File: src/core/dram_mode_pkg.sv
// Behaviour
// - format_revision bits always read back zero.
// - init_done_flag is plain read-write software state.
// - idle precharged row pair enters power-down.
// - access wakes its row pair before proceeding.
// - CKE low enters, high exits power-down.
// - retry enabled: one reissue after double-bit error.
// - overlap bit permits activates during column command.
// - write auto-precharge code: smart, always, never.
// - read auto-precharge code: smart, always, never.
// - integrity code: none, 72-bit, chip-fail ECC.
// - non-ECC mode: no correction, nothing logged.
// - chip-fail in single channel falls to 72-bit.
package dram_mode_pkg;

    // ------------------------------------------------------------
    // Register map
    // ------------------------------------------------------------
    localparam logic [7:0] MODE_OFFSET = 8'h7C;
    localparam logic [7:0] STATUS_OFFSET = 8'h90;
    localparam logic [7:0] MASK_OFFSET = 8'h94;
    localparam logic [7:0] CKE_OFFSET = 8'h98;
    localparam logic [31:0] MODE_RESET = 32'h00000008;
    localparam logic [31:0] MODE_WR_MASK = 32'h3FF007FF;
    localparam logic [31:0] ZERO_WORD = 32'h00000000;
    localparam logic [1:0] RESP_OKAY = 2'h0;
    localparam logic [1:0] RESP_SLVERR = 2'h2;

    // ------------------------------------------------------------
    // Mode register fields
    // ------------------------------------------------------------
    localparam int REV_LSB = 30;
    localparam int INIT_BIT = 29;
    localparam int PD_BIT = 28;
    localparam int RETRY_BIT = 27;
    localparam int OVERLAP_BIT = 26;
    localparam int WR_AP_LSB = 24;
    localparam int RD_AP_LSB = 22;
    localparam int INTEG_LSB = 20;

    // ------------------------------------------------------------
    // Interrupt status bits
    // ------------------------------------------------------------
    localparam int EV_FATAL = 0;
    localparam int EV_RETRY = 1;
    localparam int EV_LOG = 2;
    localparam int EV_WIDTH = 3;
    localparam logic [EV_WIDTH-1:0] EV_RESET = 3'h0;

    typedef enum logic [1:0] {
        AP_SMART = 2'h0,
        AP_ALWAYS = 2'h1,
        AP_NEVER = 2'h2,
        AP_RSVD = 2'h3
    } ap_mode_type;

    typedef enum logic [1:0] {
        INTEG_NONE = 2'h0,
        INTEG_ECC72 = 2'h1,
        INTEG_CHIPFAIL = 2'h2,
        INTEG_RSVD = 2'h3
    } integ_mode_type;

    // Reserved policy code behaves as never, which is the conservative choice.
    function automatic logic ap_close(input logic [1:0] code, input logic row_hit_queued);
        return (code == AP_ALWAYS) || ((code == AP_SMART) && !row_hit_queued);
    endfunction

endpackage

File: src/core/cke_pair_ctl.sv
`timescale 1ns/1ps
module cke_pair_ctl
    import dram_mode_pkg::*;
#(
    parameter int BANKS = 4
) (
    input wire logic aclk, // controller clock
    input wire logic aresetn, // synchronous reset, active low
    input wire logic ce, // clock enable
    input wire logic pd_en, // dynamic power-down enabled
    input wire logic [BANKS-1:0] bank_open, // open state of each bank of the pair
    input wire logic req, // access waiting for this pair
    output logic cke_q, // clock enable to the rows
    output logic grant_q // access may proceed, one cycle after each cycle req is seen awake
);

    wire all_closed = ~|bank_open;

    always_ff @(posedge aclk) begin
        if (!aresetn) begin
            cke_q <= 1'b1;
            grant_q <= 1'b0;
        end else if (ce) begin
            grant_q <= req && cke_q;
            if (req || !pd_en) begin
                cke_q <= 1'b1;
            end else if (all_closed) begin
                cke_q <= 1'b0;
            end
        end
    end

endmodule

File: src/core/ecc_mode_ctl.sv
`timescale 1ns/1ps
module ecc_mode_ctl
    import dram_mode_pkg::*;
(
    input wire logic aclk, // controller clock
    input wire logic aresetn, // synchronous reset, active low
    input wire logic ce, // clock enable
    input wire logic [1:0] mode_code, // programmed integrity_mode_select
    input wire logic single_channel, // controller runs one channel
    input wire logic err_seen, // ECC error detected on a read
    input wire logic first_pending, // a first error is already held
    output integ_mode_type eff_mode_q, // integrity mode in force
    output logic corr_en_q, // error correction active
    output logic log_first_q, // write first_error_log, one cycle
    output logic log_next_q // write next_error_log, one cycle
);

    integ_mode_type eff_d;

    // Reserved code is treated as no ECC so nothing is corrected by guess.
    assign eff_d = (mode_code == INTEG_CHIPFAIL && single_channel) ? INTEG_ECC72 :
                   (mode_code == INTEG_RSVD) ? INTEG_NONE : integ_mode_type'(mode_code);

    wire log_ok = err_seen && (eff_mode_q != INTEG_NONE);

    always_ff @(posedge aclk) begin
        if (!aresetn) begin
            eff_mode_q <= INTEG_NONE;
            corr_en_q <= 1'b0;
            log_first_q <= 1'b0;
            log_next_q <= 1'b0;
        end else if (ce) begin
            eff_mode_q <= eff_d;
            corr_en_q <= eff_d != INTEG_NONE;
            log_first_q <= log_ok && !first_pending;
            log_next_q <= log_ok && first_pending;
        end
    end

endmodule

File: src/core/dram_mode_ctl.sv
`timescale 1ns/1ps
module dram_mode_ctl
    import dram_mode_pkg::*;
#(
    parameter int ROW_PAIRS = 4,
    parameter int BANKS = 4,
    parameter int PAIR_W = 2
) (
    input wire logic aclk, // controller clock, 200 MHz
    input wire logic aresetn, // synchronous reset, active low
    input wire logic ce, // clock enable, freezes all state when low
    // AXI4-Lite slave
    input wire logic [7:0] s_awaddr, // write address
    input wire logic s_awvalid, // write address valid
    output logic s_awready, // write address ready
    input wire logic [31:0] s_wdata, // write data
    input wire logic [3:0] s_wstrb, // write byte strobes
    input wire logic s_wvalid, // write data valid
    output logic s_wready, // write data ready
    output logic [1:0] s_bresp, // write response
    output logic s_bvalid, // write response valid
    input wire logic s_bready, // write response ready
    input wire logic [7:0] s_araddr, // read address
    input wire logic s_arvalid, // read address valid
    output logic s_arready, // read address ready
    output logic [31:0] s_rdata, // read data
    output logic [1:0] s_rresp, // read response
    output logic s_rvalid, // read data valid
    input wire logic s_rready, // read data ready
    output logic irq, // level interrupt
    // Row pair power-down
    input wire logic [ROW_PAIRS*BANKS-1:0] bank_open, // open state per bank
    input wire logic acc_valid, // access request, held until granted
    input wire logic [PAIR_W-1:0] acc_pair, // row pair of the access
    output logic [ROW_PAIRS-1:0] cke, // clock enable per row pair
    output logic acc_grant, // access may proceed, one cycle after each cycle acc_valid is seen with its pair awake
    // Read retry and ECC
    input wire logic single_channel, // controller runs one channel
    input wire logic rd_done, // read data checked, one cycle
    input wire logic rd_sbe, // single-bit error on that read
    input wire logic rd_ded, // double-bit error on that read
    input wire logic rd_was_retry, // that read was already a retry
    output logic retry_req, // reissue the read, one cycle
    output logic corr_en, // correction active
    output integ_mode_type integ_mode, // integrity mode in force
    output logic log_first, // record in first_error_log
    output logic log_next, // record in next_error_log
    // Scheduling policy
    input wire logic col_busy, // column command outstanding
    output logic act_allowed, // an activate may issue now
    input wire logic col_valid, // column command being scheduled
    input wire logic col_is_write, // it is a write
    input wire logic row_hit_queued, // a queued request hits the same row
    output logic ap_flag, // issue that command with auto-precharge
    output logic init_done_flag // software marked the interface ready
);

    // ------------------------------------------------------------
    // Register state
    // ------------------------------------------------------------
    logic [31:0] mode_q;
    logic [EV_WIDTH-1:0] status_q;
    logic [EV_WIDTH-1:0] mask_q;
    logic aw_have_q;
    logic w_have_q;
    logic [7:0] awaddr_q;
    logic [31:0] wdata_q;
    logic [3:0] wstrb_q;
    logic [7:0] araddr_q;

    // ------------------------------------------------------------
    // Bus decode
    // ------------------------------------------------------------
    wire aw_hs = s_awvalid && s_awready;
    wire w_hs = s_wvalid && s_wready;
    wire wr_go = aw_have_q && w_have_q && !s_bvalid;
    wire b_hs = s_bvalid && s_bready;
    wire ar_hs = s_arvalid && s_arready;
    wire r_hs = s_rvalid && s_rready;

    function automatic logic mapped(input logic [7:0] addr);
        return addr == MODE_OFFSET || addr == STATUS_OFFSET || addr == MASK_OFFSET ||
               addr == CKE_OFFSET;
    endfunction

    wire [31:0] byte_mask = {{8{wstrb_q[3]}}, {8{wstrb_q[2]}}, {8{wstrb_q[1]}}, {8{wstrb_q[0]}}};
    wire wr_mode = wr_go && awaddr_q == MODE_OFFSET;
    wire wr_status = wr_go && awaddr_q == STATUS_OFFSET;
    wire wr_mask = wr_go && awaddr_q == MASK_OFFSET;
    wire [31:0] mode_bits = byte_mask & MODE_WR_MASK;
    wire [31:0] mode_d = (mode_q & ~mode_bits) | (wdata_q & mode_bits);
    wire [EV_WIDTH-1:0] clr_bits = wr_status ? (wdata_q[EV_WIDTH-1:0] & byte_mask[EV_WIDTH-1:0])
                                             : EV_RESET;

    wire [31:0] mode_rd = {2'b00, mode_q[29:0]};
    wire [31:0] rd_word = (araddr_q == MODE_OFFSET) ? mode_rd :
                          (araddr_q == STATUS_OFFSET) ? {{(32-EV_WIDTH){1'b0}}, status_q} :
                          (araddr_q == MASK_OFFSET) ? {{(32-EV_WIDTH){1'b0}}, mask_q} :
                          (araddr_q == CKE_OFFSET) ? {{(32-ROW_PAIRS){1'b0}}, cke} : ZERO_WORD;
    wire rd_go = ar_hs;

    // ------------------------------------------------------------
    // Write channel
    // ------------------------------------------------------------
    always_ff @(posedge aclk) begin
        if (!aresetn) begin
            s_awready <= 1'b1;
            s_wready <= 1'b1;
            s_bvalid <= 1'b0;
            s_bresp <= RESP_OKAY;
            aw_have_q <= 1'b0;
            w_have_q <= 1'b0;
            awaddr_q <= 8'h00;
            wdata_q <= ZERO_WORD;
            wstrb_q <= 4'h0;
        end else if (ce) begin
            if (aw_hs) begin
                aw_have_q <= 1'b1;
                awaddr_q <= s_awaddr;
                s_awready <= 1'b0;
            end else if (wr_go) begin
                aw_have_q <= 1'b0;
            end else if (b_hs) begin
                s_awready <= 1'b1;
            end
            if (w_hs) begin
                w_have_q <= 1'b1;
                wdata_q <= s_wdata;
                wstrb_q <= s_wstrb;
                s_wready <= 1'b0;
            end else if (wr_go) begin
                w_have_q <= 1'b0;
            end else if (b_hs) begin
                s_wready <= 1'b1;
            end
            if (wr_go) begin
                s_bvalid <= 1'b1;
                s_bresp <= mapped(awaddr_q) ? RESP_OKAY : RESP_SLVERR;
            end else if (b_hs) begin
                s_bvalid <= 1'b0;
            end
        end
    end

    // ------------------------------------------------------------
    // Read channel
    // ------------------------------------------------------------
    // The address is latched first so the data mux sees a stable index; this
    // costs one cycle of read latency but keeps rdata straight from a flop.
    logic rd_pend_q;

    always_ff @(posedge aclk) begin
        if (!aresetn) begin
            s_arready <= 1'b1;
            s_rvalid <= 1'b0;
            s_rdata <= ZERO_WORD;
            s_rresp <= RESP_OKAY;
            araddr_q <= 8'h00;
            rd_pend_q <= 1'b0;
        end else if (ce) begin
            rd_pend_q <= rd_go;
            if (rd_go) begin
                araddr_q <= s_araddr;
                s_arready <= 1'b0;
            end
            if (rd_pend_q) begin
                s_rvalid <= 1'b1;
                s_rdata <= rd_word;
                s_rresp <= mapped(araddr_q) ? RESP_OKAY : RESP_SLVERR;
            end else if (r_hs) begin
                s_rvalid <= 1'b0;
                s_arready <= 1'b1;
            end
        end
    end

    // ------------------------------------------------------------
    // Mode register, status and mask
    // ------------------------------------------------------------
    logic [EV_WIDTH-1:0] ev_set;

    always_ff @(posedge aclk) begin
        if (!aresetn) begin
            mode_q <= MODE_RESET;
            status_q <= EV_RESET;
            mask_q <= EV_RESET;
            irq <= 1'b0;
        end else if (ce) begin
            if (wr_mode) begin
                mode_q <= mode_d;
            end
            if (wr_mask) begin
                mask_q <= wdata_q[EV_WIDTH-1:0];
            end
            // A set in the same cycle as its clear wins.
            status_q <= (status_q & ~clr_bits) | ev_set;
            irq <= |(((status_q & ~clr_bits) | ev_set) & mask_q);
        end
    end

    wire pd_en = mode_q[PD_BIT];
    wire retry_en = mode_q[RETRY_BIT];
    wire overlap_en = mode_q[OVERLAP_BIT];
    wire [1:0] wr_ap_code = mode_q[WR_AP_LSB+:2];
    wire [1:0] rd_ap_code = mode_q[RD_AP_LSB+:2];
    wire [1:0] integ_code = mode_q[INTEG_LSB+:2];

    // ------------------------------------------------------------
    // Row pair power-down
    // ------------------------------------------------------------
    logic [ROW_PAIRS-1:0] grant_vec;

    generate
        for (genvar p = 0; p < ROW_PAIRS; p++) begin : g_pair
            cke_pair_ctl #(
                .BANKS(BANKS)
            ) u_pair (
                .aclk(aclk),
                .aresetn(aresetn),
                .ce(ce),
                .pd_en(pd_en),
                .bank_open(bank_open[p*BANKS+:BANKS]),
                .req(acc_valid && acc_pair == PAIR_W'(p)),
                .cke_q(cke[p]),
                .grant_q(grant_vec[p])
            );
        end
    endgenerate

    assign acc_grant = |grant_vec;

    // ------------------------------------------------------------
    // ECC mode and error logging
    // ------------------------------------------------------------
    ecc_mode_ctl u_ecc (
        .aclk(aclk),
        .aresetn(aresetn),
        .ce(ce),
        .mode_code(integ_code),
        .single_channel(single_channel),
        .err_seen(rd_done && (rd_sbe || rd_ded)),
        .first_pending(status_q[EV_LOG]),
        .eff_mode_q(integ_mode),
        .corr_en_q(corr_en),
        .log_first_q(log_first),
        .log_next_q(log_next)
    );

    // ------------------------------------------------------------
    // Retry, overlap and auto-precharge policy
    // ------------------------------------------------------------
    // Double-bit errors are only seen while ECC checking is on.
    wire ded_seen = rd_done && rd_ded && corr_en;
    wire retry_d = ded_seen && retry_en && !rd_was_retry;
    wire fatal_d = ded_seen && !retry_d;
    wire [1:0] ap_code = col_is_write ? wr_ap_code : rd_ap_code;

    always_ff @(posedge aclk) begin
        if (!aresetn) begin
            retry_req <= 1'b0;
            act_allowed <= 1'b0;
            ap_flag <= 1'b0;
            init_done_flag <= 1'b0;
        end else if (ce) begin
            retry_req <= retry_d;
            act_allowed <= overlap_en || !col_busy;
            ap_flag <= col_valid && ap_close(ap_code, row_hit_queued);
            init_done_flag <= mode_q[INIT_BIT];
        end
    end

    assign ev_set[EV_FATAL] = fatal_d;
    assign ev_set[EV_RETRY] = retry_d;
    assign ev_set[EV_LOG] = log_first || log_next;
endmodule

File: config.mk
export PLATFORM = sky130hd
export DESIGN_NAME = dram_mode_ctl
export DESIGN_NICKNAME = d
export VERILOG_FILES = /design/src/core/dram_mode_pkg.sv /design/src/core/cke_pair_ctl.sv /design/src/core/ecc_mode_ctl.sv /design/src/core/dram_mode_ctl.sv
export SDC_FILE = /design/constraint.sdc
export NUM_CORES = 1
export LEC_CHECK = 0
export BUFFER_PORTS_ARGS = -buffer_cell sky130_fd_sc_hd__buf_2
export CELL_PAD_IN_SITES_DETAIL_PLACEMENT = 1
export CELL_PAD_IN_SITES_GLOBAL_PLACEMENT = 1
export CORE_MARGIN = 10
export CORE_UTILIZATION = 35
export CTS_BUF_LIST = sky130_fd_sc_hd__clkbuf_2
export CTS_CLUSTER_DIAMETER = 40
export DETAILED_ROUTE_END_ITERATION = 8
export PLACE_DENSITY_LB_ADDON = 0.1
export SKIP_CTS_REPAIR_TIMING = 1
export SYNTH_ARGS = -nofsm -noshare
export SYNTH_HDL_FRONTEND = slang
export SYNTH_SLANG_ARGS = --single-unit
File: constraint.sdc
create_clock -name aclk -period 1.65 [get_ports aclk]
set_clock_uncertainty 0.05 [all_clocks]
set_input_delay 0 -clock aclk [delete_from_list [all_inputs] [get_ports aclk]]
set_output_delay 0 -clock aclk [all_outputs]
set_load 0.01 [all_outputs]
# ---- Word level (Yosys, flattened, before mapping)
# Cells that the tools add are included.
dict set report totals {
  register_bits 152
}
dict set report op_classes {
  eq_ne 20
  n_mux 32
  n_bitwise 9
  n_reduce_logical 84
}
# operator n
set op_table {}
lappend op_table {{8-bit equality test (second input constant)} 6}
lappend op_table {{32-bit by 30-bit AND with 32-bit output} 1}
lappend op_table {{32-bit AND} 1}
lappend op_table {{30-bit inverter with 32-bit output} 1}
lappend op_table {{32-bit OR} 1}
lappend op_table {{1-bit logical AND} 30}
lappend op_table {{30-bit two-way mux} 1}
lappend op_table {{2-bit AND reduction} 15}
lappend op_table {{1-bit two-way mux} 22}
lappend op_table {{4-bit OR reduction} 5}
lappend op_table {{8-bit by 7-bit equality test with 1-bit output (second input constant)} 2}
lappend op_table {{2-bit nonzero test} 8}
lappend op_table {{1-bit logical OR} 14}
lappend op_table {{4-bit two-way mux} 3}
lappend op_table {{2-bit != test (second input constant)} 6}
lappend op_table {{2-bit two-way mux} 5}
lappend op_table {{3-bit AND} 3}
lappend op_table {{2-bit equality test (second input constant)} 4}
lappend op_table {{1-bit zero test} 7}
lappend op_table {{3-bit AND reduction} 2}
lappend op_table {{2-bit by 1-bit equality test with 1-bit output (second input constant)} 2}
lappend op_table {{2-bit zero test} 2}
lappend op_table {{3-bit two-way mux} 1}
lappend op_table {{3-bit inverter} 1}
lappend op_table {{2 further kinds} 2}

# ---- Logic depth before layout (Yosys ltp)
# Gate-level depths: netlist of the first run.
dict set report depth {
  depth_word 9
  mapped_depth 6
  depth_no_buf 4
}

# ---- Modules after synthesis
# Synthesis of the first run repeated with hierarchy kept, for this count alone.
dict set report hier_totals {
  cells_unflattened 577
  area_unflattened_um2 4817.1
}
# mod instances cells_per_inst area_each_um2
set by_module_without_submodules {}
lappend by_module_without_submodules {dram_mode_ctl 1 515 4230.3}
lappend by_module_without_submodules {cke_pair_ctl 4 10 87.6}
lappend by_module_without_submodules {ecc_mode_ctl 1 22 236.5}

# ---- Worst setup path before layout of the first run
# No wires, ideal clock.
dict set report synth_timing {
  path_kind {reg2reg}
  start {reg s_bvalid}
  end {reg (tool-made name)}
  setup_ns 0.132
  t_arrival_ns 1.495
  required_ns 1.468
  setup_slack_ns -0.028
  stages_incl_launch_ff 6
  synth_period_minus_slack_ns 1.678
  path_cell_list {dfxtp_1 nand4b_2 or4_1 buf_2 o21ai_1 a21oi_1}
}
# item line_no
set synth_rtl {}
lappend synth_rtl {{start, declared} dram_mode_ctl.sv:21} ;# output logic s_bvalid,
lappend synth_rtl {{start signal, assigned} dram_mode_ctl.sv:109} ;# s_bvalid <= 1'b0;
lappend synth_rtl {{start signal, assigned} dram_mode_ctl.sv:137} ;# s_bvalid <= 1'b1;
lappend synth_rtl {{start signal, assigned} dram_mode_ctl.sv:140} ;# s_bvalid <= 1'b0;

==> summary.txt, run 1 <==
Async SR Flop Fraction: 0%
worst slack, placed: -0.192 ns
Rows: 42
post-route ant nets: 0
#FFs+latches synth: 117
Final min period: 1.80 ns
Die W: 137 µm
count of final max-slew check failures: 0
clk root buf: clkbuf_2
non-filler instance count after layout: 987
vias in the first global route: 4,838
global route total overflow: 0
Hold Startpoint: ce
first-pass GRT wire length: 23.7 mm
CP max FO: 6
net load switching power: 1.45 mW
Comb pwr share: 11.3%
# port buffers: 119
drt pass-1 iters: 4
P_leak: 2.85 nW
Remaining DRCs: 0
Placer Congestion: 0.789
Worst Path Arrival: 2.34 ns
VDD IR max: 0.472 mV
share of layout cells above drive strength 1: 25.3%
DR WL/cell: 17.3 µm
initial antenna violation count: 0
DP Area: 0.00565 mm²
TritonCTS buffer count: 17
library cells used by synthesis: 52
Slowest-stage cell, CP: or4_4
post-route cell area: 0.00695 mm²
CP Class: reg2reg
most frequent cells in the layout: nand2_1 (127), buf_2 (118), dfxtp_1 (111), dlygate4sd3_1 (89), a21oi_1 (63)
Syn Inst Count: 581
Sw Ratio: 24.9%
post-layout util: 52.1%
worst-path cell chain: or3b_4, or4_4, o21ai_1, a21oi_1
DRT Wirelength: 17.0 mm
Hold Crit Class: in2reg
initial DRC count: 236
CTS tree: built
worst path bufs/invs: 0
# diodes: 0
Fmax achieved: 0.556 GHz
post-synthesis sequential area ratio: 48.6%
clock-pin slew on the worst setup and hold paths: 0.18 ns
CP peak stage delay: 0.58 ns
Synthesis Warnings: 0
Fin. Hold Viols: 3
commonest non-fill, non-tap cell in the layout: nand2_1
H-tree levels: 4
Starting Density: 36.1%
Sequential Power Share: 50.9%
failing checks: negative hold slack, negative setup slack
# setup viols final: 29
Setup crit start kind: flop
EDFF count, synth: 0
largest net degree at the start of global routing: 36
die height: 137 µm
R2R Path Start: awaddr_q[0]
Slew @ Worst Pin: 0.649 ns
post-synthesis cell area: 0.00482 mm²
final worst-path cycle share: 109%
Final WS setup: -0.148 ns
Pint: 4.36 mW
DR vias/cell: 4.93
Max clock buf depth: 2
Slew HR: 56.6%
Sink Count: 117
# nets final: 886
Top FF cell, synth: dfxtp_1
cell family with most CP delay: simple AND/OR/NAND/NOR gates
status: finished, violations left
Die ar.: 0.0189 mm²
pwr/cell area: 836 mW/mm²
Critical Path End Type: flop
# IOs: 144
Max Cap Viol: 0
WHS: -0.0303 ns
Area Overhead vs Synth: 44.2%
PnR Total Power: 5.81 mW
Total GRT Usage: 15.8%
unrepaired setup endpoints after global routing: yes
Placeable Area: 0.0133 mm²
placed cells: 863
DR vias: 4,861
Fin Setup TNS: -2.63 ns
detailed placement HPWL: 11.4 mm
WP data required: 2.19 ns
worst skew pair latency: 0.69 ns
Clk pwr share: 37.8%
crit path from: awaddr_q[0]
syn avg cell area: 8.30 µm²
-- area by class of cell --
type	count	area (µm²)
clock buffers	19	95.1
multi-input cells	410	2290
inverters	14	52.6
flip-flops and latches	117	2350
well taps	176	220
clock inverters	13	186
fillers	1637	6400
repair buffers	238	1750
-- final timing paths --
kind	slack [ns]	cells after the start	endpoint
setup / recovery	-0.15	4	flop
hold / removal	-0.03	4	rd_pend_q
setup reg to reg	-0.15	4	flop
hold reg to reg	0.42	2	wdata_q[22]
-- cell families after synthesis --
logic type,share of synthesized area [%]
buffers and inverters,6.90
AND/OR/NAND/NOR,22.8
multiplexers,3.32
flip-flops,48.6
other,0.0778
AO/OA/AOI/OAI,18.3
-- layer usage --
metal / up-vias / track usage [%] / share of wire [%]
met5: - / 0 / 0
met4: 0 / 5.91 / 1.4
met3: 18 / 4.37 / 4.3
met2: 99 / 27.5 / 51
met1: 2319 / 18.1 / 43
li1: 2425 / - / -
-- cells in the mapped netlist, drive strengths merged (2+ instances only) --
cell,count,area (µm²)
dfxtp,117,2340
nor3b,2,15.0
a2111oi,2,17.5
o221a,2,22.5
o211ai,2,15.0
nand2,128,480
nor2b,9,56.3
a221o,4,40.0
nand3b,2,15.0
nor4,7,65.1
a31oi,6,37.5
a21oi,63,315
o2bb2ai,4,35.0
o21a,2,15.0
buf,28,186
a22oi,17,128
nand3,20,100
a221oi,4,35.0
o21ai,28,140
nand2b,9,56.3
or3b,2,20.0
or4,3,26.3
nand4b,3,32.5
mux2i,16,160
inv,13,48.8
o22ai,2,12.5
and2,4,25.0
clkbuf,25,93.8
and3,4,25.0
nor2,39,146
-- power groups by stage --
stage | Clock [mW] | Combinational [mW] | Sequential, mW
after global placement | 0 | 0.455 | 3.01
after floorplan | 0 | 0.270 | 3.01
final | 2.20 | 0.655 | 2.96
after detailed placement | 0 | 0.472 | 3.01
after CTS | 2.24 | 0.475 | 2.95
after global routing | 2.35 | 0.721 | 2.97
-- worst min-delay path, stage by stage --
cell	delay, ns
buf_2	0.13
buf_4	0.16
nand3_1	0.28
a21oi_1	0.11
Power figures use the tool's default switching activity.
==> inputs of run 2 (changes only) <==
- ABC_AREA: unset -> 1
- CORE_UTILIZATION: 35 -> 34
==> run 2 against run 1 <==
Effect of this change: highest routed layer unchanged; the run ends with negative setup slack left; non-clock buffer count is 11 lower; core utilization is 3.5 points lower; largest cell class unchanged; combinational power is 5.3% higher; largest power group unchanged.
==> summary.txt, run 2 <==
status: finished, violations left
failing checks: negative setup slack
dominant cells by area after synthesis: dfxtp_1 (49%), a21oi_1 (10%), o21ai_0 (10%)
first-pass GRT wire length: 24.0 mm (+1.2%)
die height: 138 µm (+0.57%)
placed cells: 896 (+3.8%)
Async SR Flop Fraction: 0% (unchanged)
r2r setup slk: -0.02 ns (+0.13 ns)
PnR Total Power: 5.43 mW (-6.4%)
CTS tree: built
Slew @ Worst Pin: 0.596 ns (-0.0529 ns)
post-synthesis sequential area ratio: 49.4% (+0.77 points)
pwr/cell area: 812 mW/mm² (-2.8%)
Fmax achieved: 0.581 GHz (+4.5%)
clk root buf: clkbuf_2
initial DRC count: 217 (-8.1%)
Placeable Area: 0.0138 mm² (+3.2%)
DR vias: 4,837 (-0.49%)
Remaining DRCs: 0 (unchanged)
# IOs: 144 (unchanged)
Max clock buf depth: 2 (unchanged)
syn avg cell area: 7.63 µm² (-8.0%)
Synthesis Warnings: 0 (unchanged)
share of layout cells above drive strength 1: 21.3% (-4.0 points)
unrepaired setup endpoints after global routing: yes
Starting Density: 34.5% (-1.7 points)
# nets final: 919 (+3.7%)
post-route ant nets: 0 (unchanged)
Hold Crit Class: in2reg
VDD IR max: 0.386 mV (-18%)
area leader, netlist: dfxtp_1
Worst Path Arrival: 1.67 ns (-0.67 ns)
Area Overhead vs Synth: 41.0%
CP Class: reg2out
DR vias/cell: 4.72 (-4.2%)
P_leak: 2.90 nW (+1.6%)
clock-pin slew on the worst setup and hold paths: 0.18 ns (about the same)
initial antenna violation count: 1 (+1)
TritonCTS buffer count: 17 (unchanged)
Max Cap Viol: 0 (unchanged)
most frequent cell after synthesis: dfxtp_1
Sink Count: 117 (unchanged)
most frequent cells in the layout: buf_2 (119), dfxtp_1 (117), a21oi_1 (98), dlygate4sd3_1 (95), o21ai_0 (90)
non-filler instance count after layout: 1,025 (+3.9%)
# setup viols final: 2 (-93%)
Top FF cell, synth: dfxtp_1
worst skew pair latency: 0.67 ns (-0.02 ns)
Final min period: 1.72 ns (-0.0775 ns)
CP max FO: 2 (-4)
Slew HR: 60.2% (+3.6 points)
H-tree levels: 4 (unchanged)
vias in the first global route: 4,642 (-4.1%)
post-synthesis cell area: 0.00475 mm² (-1.6%)
Synth top area share: 49.4% (+0.77 points)
WP data required: 1.60 ns (-0.59 ns)
Synth top cells by count: dfxtp_1 (117), a21oi_1 (99), o21ai_0 (96)
Syn Inst Count: 622 (+7.1%)
#FFs+latches synth: 117 (unchanged)
WHS: 0.0447 ns (+0.0750 ns)
drt pass-1 iters: 4 (unchanged)
Fin. Hold Viols: 0 (-3)
library cells used by synthesis: 31 (-40%)
Placer Congestion: 0.781 (-0.95%)
Die W: 138 µm (+0.57%)
Total GRT Usage: 15.2% (-0.64 points)
# port buffers: 119 (unchanged)
Die ar.: 0.0191 mm² (+1.1%)
Setup crit start kind: flop
largest net degree at the start of global routing: 53 (+47%)
count of final max-slew check failures: 0 (unchanged)
Final WS setup: -0.0703 ns (+0.0775 ns)
DRT Wirelength: 16.0 mm (-6.3%)
DR WL/cell: 15.6 µm (-9.8%)
global route total overflow: 0 (unchanged)
Rows: 43 (+2.4%)
commonest non-fill, non-tap cell in the layout: buf_2
detailed placement HPWL: 11.2 mm (-2.0%)
final worst-path cycle share: 104% (-4.7 points)
EDFF count, synth: 0 (unchanged)
Critical Path End Type: output port
run 2: changes by cell type in the layout (fill, tap and decap cells not counted), moves of 17 or more:
cell     before  now
inv_1        13   74
nor2_1       39   18
nand2_1     127   87
nand3_1      17   35
a22oi_1      17    0
o21ai_0      15   90
a21oi_1      63   98
run 2: routing by layer:
| layer | part of all wire (%) | vias up | GRT usage [%] | routed length, µm |
|---|---|---|---|---|
| met2 | 47 | 113 | 23.0 | 7430 |
| met3 | 5.2 | 16 | 5.07 | 838 |
| met1 | 47 | 2246 | 19.5 | 7520 |
| met4 | 1.2 | 0 | 5.66 | 184 |
| li1 | - | 2462 | - | - |
| met5 | 0 | - | 0 | 0 |
run 2: power by group:
group          switching, mW  internal, mW  leakage [nW]
sequential            0.0875          2.95         0.955
combinational          0.348         0.342          1.81
clock                   1.04         0.672         0.135
total                   1.48          3.96          2.90
run 2: final cells by class:
class	instances	area, µm²
diodes	1	2.50
clock buffers	19	95.1
clock inverters	13	115
fillers	1784	7080
inverters	77	299
multi-input cells	391	1940
flip-flops and latches	117	2340
well taps	180	225
repair buffers	227	1680
run 2: logic make-up after synthesis:
logic type             after synthesis  synth area share, %
flip-flops                         117                 49.4
buffers and inverters              126                 12.1
AND/OR/NAND/NOR                    169                 16.0
AO/OA/AOI/OAI                      209                 22.5
other                                1               0.0790
run 2: worst max-delay path: stages (launching register included):
cell and delay, ns:
dfxtp_1 0.35, or4_1 0.48, buf_2 0.15
run 2: final timing paths:
kind,depth (start not counted),start,to
hold reg to reg,2,wdata_q[6],wdata_q[6]
setup reg to reg,6,s_bvalid,s_bresp[1]
setup / recovery,2,g_pair[3].u_pair.grant_q,acc_grant
hold / removal,3,ce,rd_pend_q
run 2: stage by stage:
| step | setup TNS [ns] | util [%] | setup slack [ns] | area (µm²) |
|---|---|---|---|---|
| floorplan | 0 | - | 0.354 | 4790 |
| global placement | 0 | 39.5 | 0.102 | 5450 |
| detailed placement | 0 | 39.5 | 0.0541 | 5450 |
| CTS | -0.167 | 41.1 | -0.159 | 5660 |
| global route | -0.718 | 48.6 | -0.213 | 6690 |
| finish | -0.0870 | 48.6 | -0.0703 | 6690 |
==> inputs of run 3 (changes only) <==
- ABC_AREA: 1 -> unset
- CORE_UTILIZATION: 34 -> 35
- PLACE_DENSITY: unset -> 0.9
- PLACE_DENSITY_LB_ADDON: 0.1 -> unset
==> run 3 against run 2 <==
Effect of this change: the run still ends with negative setup slack left; sequential power down 2%; non-clock buffer count is 7 higher; via count rose by 4.8%; final area is 4.0% higher; sequential share of layout area shrank 1.2 points; core utilization up 3.6 points; die area decreased by 1.1%; first-iteration DRC count increased by 41%.
==> summary.txt, run 3 (synthesis results as in run 1) <==
share of layout cells above drive strength 1: 26.9% (+5.6 points)
Slew HR: 47.6% (-13 points)
Placeable Area: 0.0133 mm² (-3.1%)
final worst-path cycle share: 109% (+4.5 points)
pwr/cell area: 847 mW/mm² (+4.3%)
DR vias/cell: 5.15 (+9.1%)
post-layout util: 52.2% (+3.6 points)
Total GRT Usage: 16.2% (+0.98 points)
commonest non-fill, non-tap cell in the layout: nand2_1
count of final max-slew check failures: 0 (unchanged)
Setup crit start kind: flop
Rows: 42 (-2.3%)
Critical Path End Type: flop
Remaining DRCs: 0 (unchanged)
failing checks: negative setup slack
TritonCTS buffer count: 17 (unchanged)
status: finished, violations left
initial antenna violation count: 1 (unchanged)
post-route ant nets: 0 (unchanged)
DR WL/cell: 18.4 µm (+18%)
most frequent cells in the layout: nand2_1 (127), buf_2 (118), dfxtp_1 (109), dlygate4sd3_1 (85), a21oi_1 (61)
Die ar.: 0.0189 mm² (-1.1%)
DR vias: 5,067 (+4.8%)
first-pass GRT wire length: 24.4 mm (+1.6%)
Area Overhead vs Synth: 44.4%
unrepaired setup endpoints after global routing: yes
Final min period: 1.80 ns (+0.0748 ns)
Slowest-stage cell, CP: or4_4
R2R Path Start: awaddr_q[3]
PnR Total Power: 5.90 mW (+8.5%)
die height: 137 µm (-0.57%)
drt pass-1 iters: 6 (+2)
Final WS setup: -0.145 ns (-0.0748 ns)
DRT Wirelength: 18.1 mm (+14%)
clock-pin slew on the worst setup and hold paths: 0.20 ns (+0.02 ns)
vias in the first global route: 4,924 (+6.1%)
initial DRC count: 306 (+41%)
Hold Crit Class: in2reg
Placer Congestion: 0.845 (+8.1%)
# port buffers: 119 (unchanged)
CP Class: reg2reg
worst skew pair latency: 0.68 ns (about the same)
detailed placement HPWL: 11.8 mm (+5.6%)
CP max FO: 6 (+4)
Hold Startpoint: s_araddr[0]
clk root buf: clkbuf_2
Fin. Hold Viols: 0 (unchanged)
CP peak stage delay: 0.56 ns (+0.08 ns)
crit path from: awaddr_q[3]
# nets final: 882 (-4.0%)
Worst Path Arrival: 2.33 ns (+0.66 ns)
WP data required: 2.18 ns (+0.58 ns)
Die W: 137 µm (-0.57%)
Starting Density: 36.1% (+1.7 points)
largest net degree at the start of global routing: 60 (+13%)
Max clock buf depth: 2 (unchanged)
worst-path cell chain: or4b_4, or4_4, nand3_2, o21ai_2
CTS tree: built
H-tree levels: 4 (unchanged)
# setup viols final: 27 (+25)
P_leak: 2.84 nW (-2.2%)
Sink Count: 117 (unchanged)
global route total overflow: 0 (unchanged)
Max Cap Viol: 0 (unchanged)
VDD IR max: 0.450 mV (+17%)
# IOs: 144 (unchanged)
Slew @ Worst Pin: 0.783 ns (+0.187 ns)
fill count: 1,623 (-9.0%)
Fmax achieved: 0.557 GHz (-4.2%)
-- run 3: cell count changes in the layout (fill, tap and decap cells not counted), moves of 15 or more --
cell / previous run / this run
inv_1: 74 / 13
nand3_1: 35 / 16
nand2_1: 87 / 127
a21oi_1: 98 / 61
nor2_1: 18 / 39
a22oi_1: 0 / 17
mux2i_1: 0 / 15
o21ai_0: 90 / 15
-- run 3: metrics by stage --
| stage | TNS, ns | instance area, µm² | setup WS, ns | instances | hold WS, ns |
|---|---|---|---|---|---|
| after floorplan | -0.183 | 4880 | -0.0205 | 593 | 0.0613 |
| after global placement | -0.401 | 5640 | -0.0987 | 862 | 0.150 |
| after detailed placement | -1.45 | 5640 | -0.121 | 862 | 0.154 |
| after CTS | -2.39 | 5940 | -0.194 | 894 | -0.600 |
| after global routing | -4.85 | 6960 | -0.216 | 984 | -0.0172 |
| final | -2.68 | 6960 | -0.145 | 984 | 0.0337 |
-- run 3: worst paths after layout --
path                       to  slack (ns)  cells past startpoint
hold reg to reg   araddr_q[0]        0.42                      2
setup reg to reg    mask_q[0]       -0.15                      4
setup / recovery    mask_q[0]       -0.15                      4
hold / removal    araddr_q[0]        0.03                      4
-- run 3: power breakdown --
part / internal, mW / total [mW] / switching (mW)
registers: 2.90 / 2.96 / 0.0605
clock network: 1.13 / 2.27 / 1.14
logic: 0.324 / 0.663 / 0.340
-- run 3: cell type report --
cell class | count | area, µm² | share of cell area, %
Sequential cell | 117 | 2350 | 33.8
Multi-Input combinational cell | 410 | 2320 | 33.3
Timing Repair Buffer | 234 | 1720 | 24.7
Tap cell | 176 | 220 | 3.16
Clock inverter | 15 | 211 | 3.04
Clock buffer | 17 | 85.1 | 1.22
Inverter | 14 | 52.6 | 0.755
Antenna cell | 1 | 2.50 | 0.0359
-- run 3: critical path, delay by kind of cell (launching register included) --
kind | cells | cell delay [ns]
compound gates | 1 | 0.06
flops | 1 | 0.36
simple gates | 3 | 1.22
-- run 3: layer usage --
metal  track usage, %  up-vias  share of wire, %
met5                0        -                 0
met4             7.73        0               3.4
met3             4.88       54               5.6
met2             28.2      180                52
met1             17.5     2417                39
li1                 -     2416                 -
